**config.mk**
```make
export PLATFORM = sky130hd
export DESIGN_NAME = mcu_alu_bit_datapath
export DESIGN_NICKNAME = d
export VERILOG_FILES = /design/src/logic/alu_bit_pkg.sv /design/src/logic/mcu_alu_bit_datapath.sv
export SDC_FILE = /design/constraint.sdc
export NUM_CORES = 2
export LEC_CHECK = 0
export BUFFER_PORTS_ARGS = -buffer_cell sky130_fd_sc_hd__buf_2
export CORE_MARGIN = 1
export CORE_UTILIZATION = 30
export DETAILED_ROUTE_END_ITERATION = 7
export MAX_ROUTING_LAYER = met4
export PLACE_DENSITY_LB_ADDON = 0.3
export RECOVER_POWER = 100
export SKIP_LAST_GASP = 1
export SYNTH_ARGS = -nofsm -noshare
export SYNTH_HDL_FRONTEND = slang
export SYNTH_SLANG_ARGS = --single-unit
```
**constraint.sdc**
```tcl
create_clock -name clock_in -period 25.8 [get_ports clock_in]
set_clock_uncertainty 0.2 [all_clocks]
set_input_delay 1.29 -clock clock_in [delete_from_list [all_inputs] [get_ports clock_in]]
set_output_delay 1.29 -clock clock_in [all_outputs]
set_load 0.01 [all_outputs]
```
**src/logic/alu_bit_pkg.sv**
```systemverilog
// constants, field layouts and types shared by the alu and bit datapath
// assumes a single 25 MHz core clock and an apb master with 32-bit data
// Contract
// - addition: carry set on carry out, else clear
// - subtraction: carry is inverted borrow
// - dest bit 0 to work, 1 to register
// - main register page spans 0x00 to 0x3f
// - control page operands limited to 0x5..0xf
// - special page operands span 0x0 to 0xf
// - power-down flag: set power-up/clear-op, cleared halt
// - expiry flag: set power-up/clear/halt, cleared timeout
// - add reg with carry: reg+work+carry, flags
// - add reg: work+reg, no carry in, flags
// - add imm with carry into work, flags
// - add imm into work, carry ignored, flags
// - and reg: result to dest, zero only
// - and imm into work, zero only
// - bit clear: one bit to 0, flags kept
// - bit set: one bit to 1, flags kept
// - bit select indexes positions 0 to 7
// - nibble carry flag updated by add operations
// - sub with borrow: reg + ~work + carry

package alu_bit_pkg;

  // ****************************************
  // apb register map
  // ****************************************
  localparam logic [11:0] CMD_OFS      = 12'h000; // write starts one operation
  localparam logic [11:0] WORK_OFS     = 12'h004; // work register
  localparam logic [11:0] STATUS_OFS   = 12'h008; // flags
  localparam logic [11:0] RESULT_OFS   = 12'h00c; // last result, read only
  localparam logic [3:0]  MAIN_PAGE    = 4'h1;    // addr[11:8] of main page window
  localparam logic [3:0]  CTRL_PAGE    = 4'h2;    // addr[11:8] of control page window
  localparam logic [3:0]  SPEC_PAGE    = 4'h3;    // addr[11:8] of special page window

  // ****************************************
  // register operand ranges
  // ****************************************
  localparam int         MAIN_DEPTH    = 64;      // 0x00..0x3f
  localparam int         SMALL_DEPTH   = 16;      // 0x0..0xf
  localparam logic [5:0] MAIN_LAST     = 6'h3f;
  localparam logic [5:0] CTRL_FIRST    = 6'h05;
  localparam logic [5:0] CTRL_LAST     = 6'h0f;
  localparam logic [5:0] SPEC_LAST     = 6'h0f;

  // ****************************************
  // status register fields
  // ****************************************
  localparam int CARRY_BIT   = 0;
  localparam int NIBBLE_BIT  = 1;
  localparam int ZERO_BIT    = 2;
  localparam int PDOWN_BIT   = 3;
  localparam int EXPIRY_BIT  = 4;
  localparam int ERROR_BIT   = 5;
  localparam logic [31:0] STATUS_RESET = 32'h0000_0018; // both power flags high

  // ****************************************
  // operations and command word
  // ****************************************
  typedef enum logic [3:0] {
    OP_NOP, OP_ADD_REG, OP_ADD_REG_WITH_CARRY, OP_SUB_REG_WITH_BORROW,
    OP_ADD_IMM, OP_ADD_IMM_WITH_CARRY, OP_AND_REG, OP_AND_IMM,
    OP_BIT_SET, OP_BIT_CLEAR, OP_WATCHDOG_CLEAR, OP_HALT
  } op_t;

  typedef enum logic [1:0] {
    PG_MAIN, PG_CTRL, PG_SPEC, PG_NONE
  } page_t;

  // packed layout of the command register, lsb last
  typedef struct packed {
    logic [5:0] spare;     // bits 31:26
    page_t      page;      // bits 25:24
    logic [1:0] spare2;    // bits 23:22
    logic [5:0] reg_addr;  // bits 21:16
    logic [7:0] imm;       // bits 15:8
    logic [2:0] bit_sel;   // bits 7:5
    logic       dest;      // bit 4
    op_t        op;        // bits 3:0
  } cmd_t;

  // flags carried together
  typedef struct packed {
    logic zero;
    logic nibble;
    logic carry;
  } flags_t;

endpackage

```
**src/logic/mcu_alu_bit_datapath.sv**
```systemverilog
// alu, bit-operation and status-flag datapath of an 8-bit core, reached over apb
// assumes an apb master on clock_in; the watchdog counter pulses its timeout in

`timescale 1ns/1ns

module mcu_alu_bit_datapath (
  input  wire logic        clock_in,              // 25 MHz core clock
  input  wire logic        rst_n_in,              // async active-low reset
  input  wire logic        psel_in,               // apb select
  input  wire logic        penable_in,            // apb access phase
  input  wire logic        pwrite_in,             // apb direction
  input  wire logic [11:0] paddr_in,              // apb byte address
  input  wire logic [31:0] pwdata_in,             // apb write data
  input  wire logic        watchdog_timeout_in,   // one-cycle timeout pulse
  output logic      [31:0] prdata_out,            // apb read data
  output logic             pready_out,            // apb ready
  output logic             pslverr_out,           // apb error
  output logic             power_down_flag_out,   // power-down flag level
  output logic             watchdog_expiry_flag_out // expiry flag level
);
  import alu_bit_pkg::*;

  // ****************************************
  // reset release
  // ****************************************
  logic       rst_meta_ff;                       // first stage, read only by second
  logic       rst_n_ff;                          // synchronised reset

  // two flops so release is clean with respect to clock_in
  // assertion stays asynchronous so a dead clock still clears the core
  // every other flop resets from rst_n_ff, never from the pin itself
  always_ff @(posedge clock_in or negedge rst_n_in) begin
    if (!rst_n_in) begin
      rst_meta_ff <= 1'b0;
      rst_n_ff    <= 1'b0;
    end else begin
      rst_meta_ff <= 1'b1;
      rst_n_ff    <= rst_meta_ff;
    end
  end

  // ****************************************
  // state
  // ****************************************
  // all pages reset to zero; only the power flags come up high
  logic [7:0]  main_page_ff [MAIN_DEPTH];        // main register page
  logic [7:0]  ctrl_page_ff [SMALL_DEPTH];       // control page, 0x5..0xf used
  logic [7:0]  spec_page_ff [SMALL_DEPTH];       // special page
  logic [7:0]  work_ff;                          // work register
  logic [7:0]  result_ff;                        // last computed result
  flags_t      flags_ff;                         // zero, nibble carry, carry
  logic        pdown_ff;                         // power-down flag
  logic        expiry_ff;                        // watchdog expiry flag
  logic        error_ff;                         // sticky refused-operand flag
  logic        ready_ff;                         // apb ready
  logic        slverr_ff;                        // apb error
  logic [31:0] rdata_ff;                         // apb read data

  // ****************************************
  // apb decode
  // ****************************************
  // the ready flop doubles as the wait-state marker: the edge that sees
  // access with ready already high is the one completion edge
  wire logic        access     = psel_in & penable_in;          // access phase
  wire logic        done       = access & ready_ff;             // transfer completes this edge
  wire logic        wr_done    = done & pwrite_in;              // write takes effect
  wire logic [3:0]  win        = paddr_in[11:8];                // page window select
  wire logic [5:0]  win_idx    = paddr_in[7:2];                 // word index inside window
  wire logic        sel_cmd    = (paddr_in == CMD_OFS);
  wire logic        sel_work   = (paddr_in == WORK_OFS);
  wire logic        sel_status = (paddr_in == STATUS_OFS);
  wire logic        sel_result = (paddr_in == RESULT_OFS);
  wire logic        sel_main   = (win == MAIN_PAGE) & (paddr_in[1:0] == 2'h0);
  wire logic        sel_ctrl   = (win == CTRL_PAGE) & (paddr_in[1:0] == 2'h0)
                                 & (win_idx >= CTRL_FIRST) & (win_idx <= CTRL_LAST);
  wire logic        sel_spec   = (win == SPEC_PAGE) & (paddr_in[1:0] == 2'h0)
                                 & (win_idx <= SPEC_LAST);
  wire logic        mapped     = sel_cmd | sel_work | sel_status | sel_result
                                 | sel_main | sel_ctrl | sel_spec;

  // ****************************************
  // command decode
  // ****************************************
  // a command takes effect on the write-completion edge, never at setup,
  // so an access phase that lasts long cannot run the op twice
  // ops that need no register ignore page and address and are never refused
  wire cmd_t        cmd        = cmd_t'(pwdata_in);            // layout of a command write
  wire logic        exec       = wr_done & sel_cmd;             // one operation, one cycle
  wire logic [5:0]  ra         = cmd.reg_addr;
  wire logic        main_ok    = (cmd.page == PG_MAIN) & (ra <= MAIN_LAST);
  wire logic        ctrl_ok    = (cmd.page == PG_CTRL) & (ra >= CTRL_FIRST)
                                 & (ra <= CTRL_LAST);
  wire logic        spec_ok    = (cmd.page == PG_SPEC) & (ra <= SPEC_LAST);
  wire logic        addr_ok    = main_ok | ctrl_ok | spec_ok;
  wire logic        uses_reg   = (cmd.op == OP_ADD_REG) | (cmd.op == OP_ADD_REG_WITH_CARRY)
                                 | (cmd.op == OP_SUB_REG_WITH_BORROW) | (cmd.op == OP_AND_REG)
                                 | (cmd.op == OP_BIT_SET) | (cmd.op == OP_BIT_CLEAR);
  wire logic        refused    = exec & uses_reg & ~addr_ok;    // bad operand address
  wire logic        run        = exec & ~refused;               // operation goes ahead

  // ****************************************
  // operand fetch
  // ****************************************
  wire logic [7:0]  reg_val    = main_ok ? main_page_ff[ra]
                               : ctrl_ok ? ctrl_page_ff[ra[3:0]]
                               : spec_ok ? spec_page_ff[ra[3:0]]
                               : 8'h00;

  // ****************************************
  // adder
  // ****************************************
  // one adder serves every add and the subtract; the subtract feeds ~work
  // the nibble sum is a separate 5-bit add so the carry out of bit 3 is exact
  // rather than rebuilt from an xor of result and operands
  wire logic        is_sub     = (cmd.op == OP_SUB_REG_WITH_BORROW);
  wire logic        is_imm_add = (cmd.op == OP_ADD_IMM) | (cmd.op == OP_ADD_IMM_WITH_CARRY);
  wire logic        use_cin    = (cmd.op == OP_ADD_REG_WITH_CARRY)
                                 | (cmd.op == OP_ADD_IMM_WITH_CARRY)
                                 | is_sub;
  wire logic [7:0]  add_a      = is_imm_add ? cmd.imm : reg_val;
  wire logic [7:0]  add_b      = is_sub ? ~work_ff : work_ff;
  wire logic        cin        = use_cin & flags_ff.carry;
  wire logic [4:0]  low_sum    = {1'b0, add_a[3:0]} + {1'b0, add_b[3:0]} + {4'h0, cin};
  wire logic [8:0]  full_sum   = {1'b0, add_a} + {1'b0, add_b} + {8'h00, cin};
  wire logic        carry_out  = full_sum[8];
  wire logic        nibble_out = low_sum[4];

  // ****************************************
  // bit operations
  // ****************************************
  logic [7:0] bit_mask;                          // one-hot from bit select

  // one generate loop builds the one-hot mask over positions 0..7
  // a select past 7 cannot occur: the field is three bits wide
  genvar gi;
  generate
    for (gi = 0; gi < 8; gi++) begin : g_mask
      assign bit_mask[gi] = (cmd.bit_sel == 3'(gi));
    end
  endgenerate

  // ****************************************
  // result and write-back selection
  // ****************************************
  logic [7:0] op_result;                         // value produced by the operation
  logic       is_arith;                          // updates zero, nibble and carry
  logic       is_logic;                          // updates zero only
  logic       to_reg;                            // result goes to the operand register

  // pick result; flags and destination are chosen per operation
  // immediate ops always land in the work register, bit ops in the page
  always_comb begin
    op_result = 8'h00;
    is_arith  = 1'b0;
    is_logic  = 1'b0;
    to_reg    = 1'b0;
    case (cmd.op)
      OP_ADD_REG, OP_ADD_REG_WITH_CARRY, OP_SUB_REG_WITH_BORROW: begin
        op_result = full_sum[7:0];
        is_arith  = 1'b1;
        to_reg    = cmd.dest;
      end
      OP_ADD_IMM, OP_ADD_IMM_WITH_CARRY: begin
        op_result = full_sum[7:0];
        is_arith  = 1'b1;
      end
      OP_AND_REG: begin
        op_result = work_ff & reg_val;
        is_logic  = 1'b1;
        to_reg    = cmd.dest;
      end
      OP_AND_IMM: begin
        op_result = work_ff & cmd.imm;
        is_logic  = 1'b1;
      end
      OP_BIT_SET: begin
        op_result = reg_val | bit_mask;
        to_reg    = 1'b1;
      end
      OP_BIT_CLEAR: begin
        op_result = reg_val & ~bit_mask;
        to_reg    = 1'b1;
      end
      default: begin
        op_result = 8'h00;                       // nop, watchdog clear, halt
      end
    endcase
  end

  wire logic       writes_work = run & (is_arith | is_logic) & ~to_reg;
  wire logic       writes_reg  = run & to_reg;
  wire logic       zero_out    = (op_result == 8'h00);

  // ****************************************
  // register pages
  // ****************************************
  // software and operations never write in the same cycle: a command write
  // is itself the only apb write of that edge
  wire logic       sw_main = wr_done & sel_main;
  wire logic       sw_ctrl = wr_done & sel_ctrl;
  wire logic       sw_spec = wr_done & sel_spec;

  // a refused command writes nothing here because run is low
  // one write port per page keeps each array a simple memory
  // main page, 64 bytes
  always_ff @(posedge clock_in or negedge rst_n_ff) begin
    if (!rst_n_ff) begin
      for (int i = 0; i < MAIN_DEPTH; i++) main_page_ff[i] <= 8'h00;
    end else if (sw_main) begin
      main_page_ff[win_idx] <= pwdata_in[7:0];
    end else if (writes_reg && main_ok) begin
      main_page_ff[ra] <= op_result;
    end
  end

  // control and special pages, 16 bytes each
  always_ff @(posedge clock_in or negedge rst_n_ff) begin
    if (!rst_n_ff) begin
      for (int i = 0; i < SMALL_DEPTH; i++) begin
        ctrl_page_ff[i] <= 8'h00;
        spec_page_ff[i] <= 8'h00;
      end
    end else begin
      if (sw_ctrl) begin
        ctrl_page_ff[win_idx[3:0]] <= pwdata_in[7:0];
      end else if (writes_reg && ctrl_ok) begin
        ctrl_page_ff[ra[3:0]] <= op_result;
      end
      if (sw_spec) begin
        spec_page_ff[win_idx[3:0]] <= pwdata_in[7:0];
      end else if (writes_reg && spec_ok) begin
        spec_page_ff[ra[3:0]] <= op_result;
      end
    end
  end

  // ****************************************
  // work register and last result
  // ****************************************
  // result_ff tracks every executed op, also those whose target is a page
  always_ff @(posedge clock_in or negedge rst_n_ff) begin
    if (!rst_n_ff) begin
      work_ff   <= 8'h00;
      result_ff <= 8'h00;
    end else begin
      if (wr_done && sel_work) begin
        work_ff <= pwdata_in[7:0];
      end else if (writes_work) begin
        work_ff <= op_result;
      end
      if (run) begin
        result_ff <= op_result;
      end
    end
  end

  // ****************************************
  // arithmetic flags
  // ****************************************
  flags_t nxt_flags;                             // next zero, nibble, carry

  // bit ops and halt leave flags alone; logic ops touch zero only
  // software may preload carry, nibble and zero to set up a carry chain
  // a status write and an op cannot meet: both need the one apb write
  always_comb begin
    nxt_flags = flags_ff;
    if (wr_done && sel_status) begin
      nxt_flags.carry  = pwdata_in[CARRY_BIT];
      nxt_flags.nibble = pwdata_in[NIBBLE_BIT];
      nxt_flags.zero   = pwdata_in[ZERO_BIT];
    end else if (run && is_arith) begin
      nxt_flags.carry  = carry_out;
      nxt_flags.nibble = nibble_out;
      nxt_flags.zero   = zero_out;
    end else if (run && is_logic) begin
      nxt_flags.zero   = zero_out;
    end
  end

  always_ff @(posedge clock_in or negedge rst_n_ff) begin
    if (!rst_n_ff) begin
      flags_ff <= '0;
    end else begin
      flags_ff <= nxt_flags;
    end
  end

  // ****************************************
  // power flags and refusal flag
  // ****************************************
  wire logic do_clear = run & (cmd.op == OP_WATCHDOG_CLEAR);
  wire logic do_halt  = run & (cmd.op == OP_HALT);
  wire logic err_w1c  = wr_done & sel_status & pwdata_in[ERROR_BIT];

  // reset is power-up here, so both power flags come up high
  // there is no separate power-on detect; any reset counts as power-up
  always_ff @(posedge clock_in or negedge rst_n_ff) begin
    if (!rst_n_ff) begin
      pdown_ff  <= 1'b1;
      expiry_ff <= 1'b1;
      error_ff  <= 1'b0;
    end else begin
      if (do_clear) begin
        pdown_ff <= 1'b1;
      end else if (do_halt) begin
        pdown_ff <= 1'b0;
      end
      // the instruction that sets wins over a timeout in the same cycle
      if (do_clear || do_halt) begin
        expiry_ff <= 1'b1;
      end else if (watchdog_timeout_in) begin
        expiry_ff <= 1'b0;
      end
      // the refusal flag is sticky until software writes one to its bit
      // a new refusal wins over a write-one clear
      if (refused) begin
        error_ff <= 1'b1;
      end else if (err_w1c) begin
        error_ff <= 1'b0;
      end
    end
  end

  // ****************************************
  // apb answer
  // ****************************************
  logic [31:0] rd_mux;                           // read data for the addressed word

  // read selection, unmapped words read as zero
  always_comb begin
    rd_mux = 32'h0000_0000;
    if (sel_cmd) begin
      rd_mux = 32'h0000_0000;
    end else if (sel_work) begin
      rd_mux = {24'h000000, work_ff};
    end else if (sel_status) begin
      rd_mux = {26'h0000000, error_ff, expiry_ff, pdown_ff,
                flags_ff.zero, flags_ff.nibble, flags_ff.carry};
    end else if (sel_result) begin
      rd_mux = {24'h000000, result_ff};
    end else if (sel_main) begin
      rd_mux = {24'h000000, main_page_ff[win_idx]};
    end else if (sel_ctrl) begin
      rd_mux = {24'h000000, ctrl_page_ff[win_idx[3:0]]};
    end else if (sel_spec) begin
      rd_mux = {24'h000000, spec_page_ff[win_idx[3:0]]};
    end
  end

  // one wait state keeps every bus output on a flop
  // exactly one wait on every access; a master need not count it
  // read data is zero outside its single cycle so stale bytes never leak
  always_ff @(posedge clock_in or negedge rst_n_ff) begin
    if (!rst_n_ff) begin
      ready_ff  <= 1'b0;
      slverr_ff <= 1'b0;
      rdata_ff  <= 32'h0000_0000;
    end else begin
      ready_ff  <= access & ~ready_ff;
      slverr_ff <= access & ~ready_ff & ~mapped;
      rdata_ff  <= (access && !ready_ff && !pwrite_in) ? rd_mux : 32'h0000_0000;
    end
  end

  // ****************************************
  // outputs
  // ****************************************
  // plain wires from flops; nothing combinational reaches a pin
  assign prdata_out               = rdata_ff;
  assign pready_out               = ready_ff;
  assign pslverr_out              = slverr_ff;
  assign power_down_flag_out      = pdown_ff;
  assign watchdog_expiry_flag_out = expiry_ff;

endmodule
```
* Word level (Yosys, flattened, before mapping)
Cells that the tools add are included.
W data, S select, Z words.
** Storage, ports and cells
- Bits in registers :: 826
- Input bits :: 50
- Output and inout port bits :: 36
- Logic and storage cells :: 315
** Operators by class
- Add/subtract/negate cells :: 4
- Magnitude comparators :: 13
- Equality and inequality tests :: 26
- Muxes and demuxes :: 67
- Bitwise operators :: 62
- Reductions and logical operators :: 34
** Operators by type and width (count)
- $bwmux W512 :: 2
- $mux W512 :: 2
- $bwmux W128 :: 4
- $mux W128 :: 4
- $mux W8 :: 30
- $bmux W8 S4 :: 4
- $bmux W8 S6 :: 2
- $demux W8 S6 :: 2
- $demux W8 S4 :: 2
- $pmux W8 S5 :: 1
- $mux W32 :: 1
- $and A1 B1 Y1 :: 30
- $and A8 B8 Y8 :: 3
- $eq A12 B4 Y1 const B :: 2
- $or A1 B1 Y1 :: 17
- $eq A4 B2 Y1 const B :: 4
- $eq A4 B3 Y1 const B :: 4
- $eq A4 B4 Y1 const B :: 4
- $not A8 Y8 :: 2
- $reduce_bool A2 Y1 :: 8
- $ge A7 B7 Y1 const B :: 2
- $lt A7 B1 Y1 const B :: 2
- $not A6 Y7 :: 2
- $logic_and A1 B1 Y1 :: 13
- other kinds (33) :: 59

* Logic depth before layout (Yosys ltp)
- Word-level depth :: 15
- Mapped depth :: 28
- Mapped depth without buffers :: 19

* Least setup slack after synthesis
No wires, ideal clock.
- Path type :: in2reg
- From :: input pwdata_in[16]
- To :: register main_page_ff[142] (netlist name)
- Library setup time :: 0.137 ns
- Data arrival time :: 5.467 ns
- Data required time :: 25.463 ns
- Slack :: 19.996 ns
- Stages on the path :: 25
- Path buffers :: 7
- Path through :: buf_6 > buf_12 > buf_6 > buf_4 > buf_6 > mux4_2 > o2111ai_1 > nand3_1 > o31ai_1 > nor2_1 > a21oi_1 > fa_1 > inv_1 > fa_1 > a21o_1 > a21oi_1 > o21ai_0 > xnor2_1 > o21ai_0 > a21oi_1 > buf_6 > buf_4 > nor2_1 > a31oi_1 > a21oi_1
** On the way
- Longest elaborated chain between the ends :: 14
- Elaborated cells between the ends (all ways) :: 45
- Those cells by class :: add/sub: 2; order compare: 5; mux: 19; bitwise: 16; reduce/logical: 3
** RTL lines
- from (decl) :: line mcu_alu_bit_datapath.sv:13 : input wire logic [31:0] pwdata_in,
- $not A4 Y5 (implied by the code) :: line mcu_alu_bit_datapath.sv:105, mcu_alu_bit_datapath.sv:106
- $bmux W8 S4 :: line mcu_alu_bit_datapath.sv:106 : : spec_ok ? spec_page_ff[ra[3:0]]
- $mux W8 (implied by the code) (2 in series) :: line mcu_alu_bit_datapath.sv:106
- $mux W8 :: line mcu_alu_bit_datapath.sv:106
- $mux W8 :: line mcu_alu_bit_datapath.sv:105 : : ctrl_ok ? ctrl_page_ff[ra[3:0]]
- $mux W8 :: line mcu_alu_bit_datapath.sv:104 : wire logic [7:0] reg_val = main_ok ? main_page_ff[ra]
- $mux W8 :: line mcu_alu_bit_datapath.sv:120 : wire logic [7:0] add_a = is_imm_add ? cmd.imm : reg_val;
- $add A8 B8 Y9 :: line mcu_alu_bit_datapath.sv:124 : wire logic [8:0] full_sum = {1'b0, add_a} + {1'b0, add_b} + {8'h00, cin};
- $add A9 B1 Y9 :: line mcu_alu_bit_datapath.sv:124
- $pmux W8 S5 :: line mcu_alu_bit_datapath.sv:157 : case (cmd.op)
- $bwmux W512 :: line mcu_alu_bit_datapath.sv:212 : main_page_ff[ra] <= op_result;
- $mux W512 :: line mcu_alu_bit_datapath.sv:211 : end else if (writes_reg && main_ok) begin
- $mux W512 :: line mcu_alu_bit_datapath.sv:209 : end else if (sw_main) begin
- to (signal, indexed assignment) :: line mcu_alu_bit_datapath.sv:210 : main_page_ff[win_idx] <= pwdata_in[7:0];
- to (signal, indexed assignment) :: line mcu_alu_bit_datapath.sv:212
- to (decl) :: line mcu_alu_bit_datapath.sv:46 : logic [7:0] main_page_ff [MAIN_DEPTH];
Parallel ways exist; a longest one is shown, timed or not. The select of a mux whose other input is x is not followed.
A chain may end at the register's enable or synchronous reset.

==> impl_metrics.tcl <==
set metrics [dict create \
    dieHeight_um 398 \
    die_area_um2 159000 \
    port_buffers 53 \
    critPathKind "flip-flop to asynchronous set/reset pin" \
    yosys.area.top_type "dfrtp_1" \
    syn_area_um2 47100 \
    hp-start "rst_meta_ff" \
    cts-buffers-inserted 92 \
    holdWs_ps 150 \
    power_frac_clock_pct 47.9 \
    setup_ws_ps 11310 \
    leakage_nw 19.9 \
    synthArstFlopShare_pct 100 \
    multiInputGateArea_um2 25200 \
    firstDrtPassIters 8 \
    clock-sinks 790 \
    cts-resized-gates 0 \
    grt-ovfl-total 0 \
    worst_hold_path_type "flip-flop to flip-flop" \
    gp_congestion 1.01 \
    synthTopCellsByArea "dfrtp_1, mux4_2, a22oi_1, o21ai_0, a21oi_1" \
    post-route-period-util_pct 56.2 \
    ir_drop_mv 0.0440 \
    p_switching_uw 797 \
    die_width_um 398 \
    synth.avg_cell_area_um2 10.6 \
    ant_nets 0 \
    cap_violations 25 \
    ys.flop_type "dfrtp_1" \
    slew_headroom_pct -483 \
    ys.warnings.count 0 \
    num_rows 145 \
    finalWirelength_um 209000 \
    critPathSlowestCell "clkbuf_1" \
    remaining_drc_errors 23 \
    hold_buffers 0 \
    finalHoldViolations 0 \
    r2r_start "rst_n_ff" \
    antenna_found_initial 9 \
    pin_count 86 \
    status "finished with violations" \
    regArea_um2 19800 \
    coreArea_um2 156000 \
    drt_iter0_markers 5750 \
    ys_top_cells_by_count "dfrtp_1, o21ai_0, a22oi_1" \
    max_slew.worst_pin.slew_ps 8740 \
    crit_required_ps 25770 \
    netlist_instances 4451 \
    pre_cts_ws_ps 16720 \
    power_frac_seq_pct 42.8 \
    internal-power_mw 2.10 \
    viasPerCell 6.52 \
    nets 4346 \
    max_freq_mhz 69.0 \
    clock_path_buffers 3 \
    grt_pass1_vias 39500 \
    path_max_fanout 149 \
    synth-seq-area-share_pct 41.9 \
    grt_usage_pct 26.6 \
    crit_start "rst_n_ff" \
    start_kind "flip-flop" \
    yosysTopAreaCellShare_pct 41.8 \
    final_layout_size_suffix_gt1_share_pct 16.6 \
    endpoint_kind "asynchronous set/reset pin" \
    p_per_area_nw_per_um2 55.8 \
    cts_tree "yes" \
    worstPathCellList "clkbuf_1 > clkbuf_1 > clkbuf_1" \
    finalSetupTns_ps 0 \
    synth-edff-count 0 \
    synthToLayoutAreaGrowth_pct 10.3 \
    combPwrFrac_pct 9.3 \
    violations "design-rule violations, max-capacitance violations, max-slew violations" \
    rsz0062_at_grt "no" \
    layout_min_cycle_time_ps 14490 \
    n_fill_cell 15800 \
    start_util_pct 30.2 \
    grt_max_degree 150 \
    cts_setup_buffers 0 \
    timing.critical_path.slowest_cell_delay_ps 6160 \
    root_buffer "clkbuf_16" \
    finalSetupViolations 0 \
    synth_cell_types 89 \
    dp.final_hpwl_um 137000 \
    drv_slew 1556 \
    cts_htree_levels 3 \
    wl_per_cell_um 32.5 \
    cp.arrival_ps 14460 \
    cpMostUsedCell "clkbuf_1" \
    via_count 41900 \
    ys_seq_elements 790 \
    clkLatencyLatePin_ps 720 \
    switching_share_pct 27.5 \
    grt_pass1_wl_um 300000 \
    clk_pin_slew_worst_paths_ps 60 \
    synthMostInstantiatedCell "dfrtp_1" \
]
## worst max-delay path: cells and delay by family, from the launching register on
family,cells,cell delay (ps)
buf+inv,3,11300
flops,1,2070
## cell families after synthesis
kind of cell             share of synthesized area (%)
XOR/XNOR                                         0.260
flip-flops                                        41.9
buffers and inverters                             4.95
adder cells (fa/ha/maj)                          0.271
AND/OR/NAND/NOR                                   8.38
multiplexers                                      21.0
AO/OA/AOI/OAI                                     23.1
other                                           0.0159
## area by class of cell
type / instances / share of cell area [%]
Multi-Input combinational cell: 3200 / 48.5
Clock inverter: 37 / 0.782
Timing Repair Buffer: 188 / 2.30
Tap cell: 2058 / 4.95
Sequential cell: 790 / 38.0
Inverter: 15 / 0.108
Clock buffer: 131 / 5.25
Antenna cell: 11 / 0.0529
## metrics by stage
step	util [%]	total power, mW	area, um2	std cells
6_report	33.3	2.90	52000	6430
3_5_place_dp	31.5	1.53	49100	6251
3_3_place_gp	31.5	1.53	49100	6251
2_1_floorplan	-	1.43	47200	4474
4_1_cts	33.5	2.90	52200	6419
5_1_grt	33.3	2.96	52000	6425
## registers in the layout, summed over array words and instances, names as in the netlist
| signal | cells |
|---|---|
| result_ff | 8 |
| prdata_out | 8 |
| ctrl_page_ff | 116 |
| rst_n_ff | 1 |
| rst_meta_ff | 1 |
| pready_out | 1 |
| flags_ff | 3 |
| watchdog_expiry_flag_out | 1 |
| pslverr_out | 1 |
| error_ff | 1 |
| work_ff | 8 |
| main_page_ff | 512 |
| spec_page_ff | 128 |
| power_down_flag_out | 1 |
## per-layer routing
| layer | up-vias | part of all wire (%) | GRT usage (%) |
|---|---|---|---|
| li1 | 17000 | - | - |
| met1 | 21700 | 39 | 34.5 |
| met2 | 2725 | 44 | 38.3 |
| met3 | 572 | 12 | 7.18 |
| met4 | 0 | 5.7 | 13.2 |
| met5 | - | 0 | - |
## final timing paths
path                                           to  depth (start not counted)  slack (ps)
worst max-delay path            main_page_ff[414]                          3       11310
worst min-delay path                     rst_n_ff                          0         150
worst max register to register  main_page_ff[414]                          3       11310
worst min register to register           rst_n_ff                          0         150
max in group clock_in            spec_page_ff[39]                         20       13500
min in group asynchronous             rst_meta_ff                          1         160
## power by group through the flow
stage | combinational, mW | sequential (mW) | clock [mW]
global placement | 0.261 | 1.26 | 0
global route | 0.274 | 1.24 | 1.45
floorplan | 0.146 | 1.28 | 0
finish | 0.268 | 1.24 | 1.39
CTS | 0.262 | 1.24 | 1.40
detailed placement | 0.261 | 1.26 | 0
## cells in the final DEF, fill, tap and decap left out, types with 36 or more instances in the layout
cell       count
dfrtp_1      788
o21ai_0      565
a22oi_1      549
nor2_1       427
mux4_2       368
a21oi_1      326
nand2_1      186
a31oi_1      155
mux2i_1      109
buf_4        106
clkbuf_16     95
clkbuf_1      65
nand3_1       53
nor3_1        51
o22ai_1       36
No activity file was read; power rests on OpenSTA's default activity.
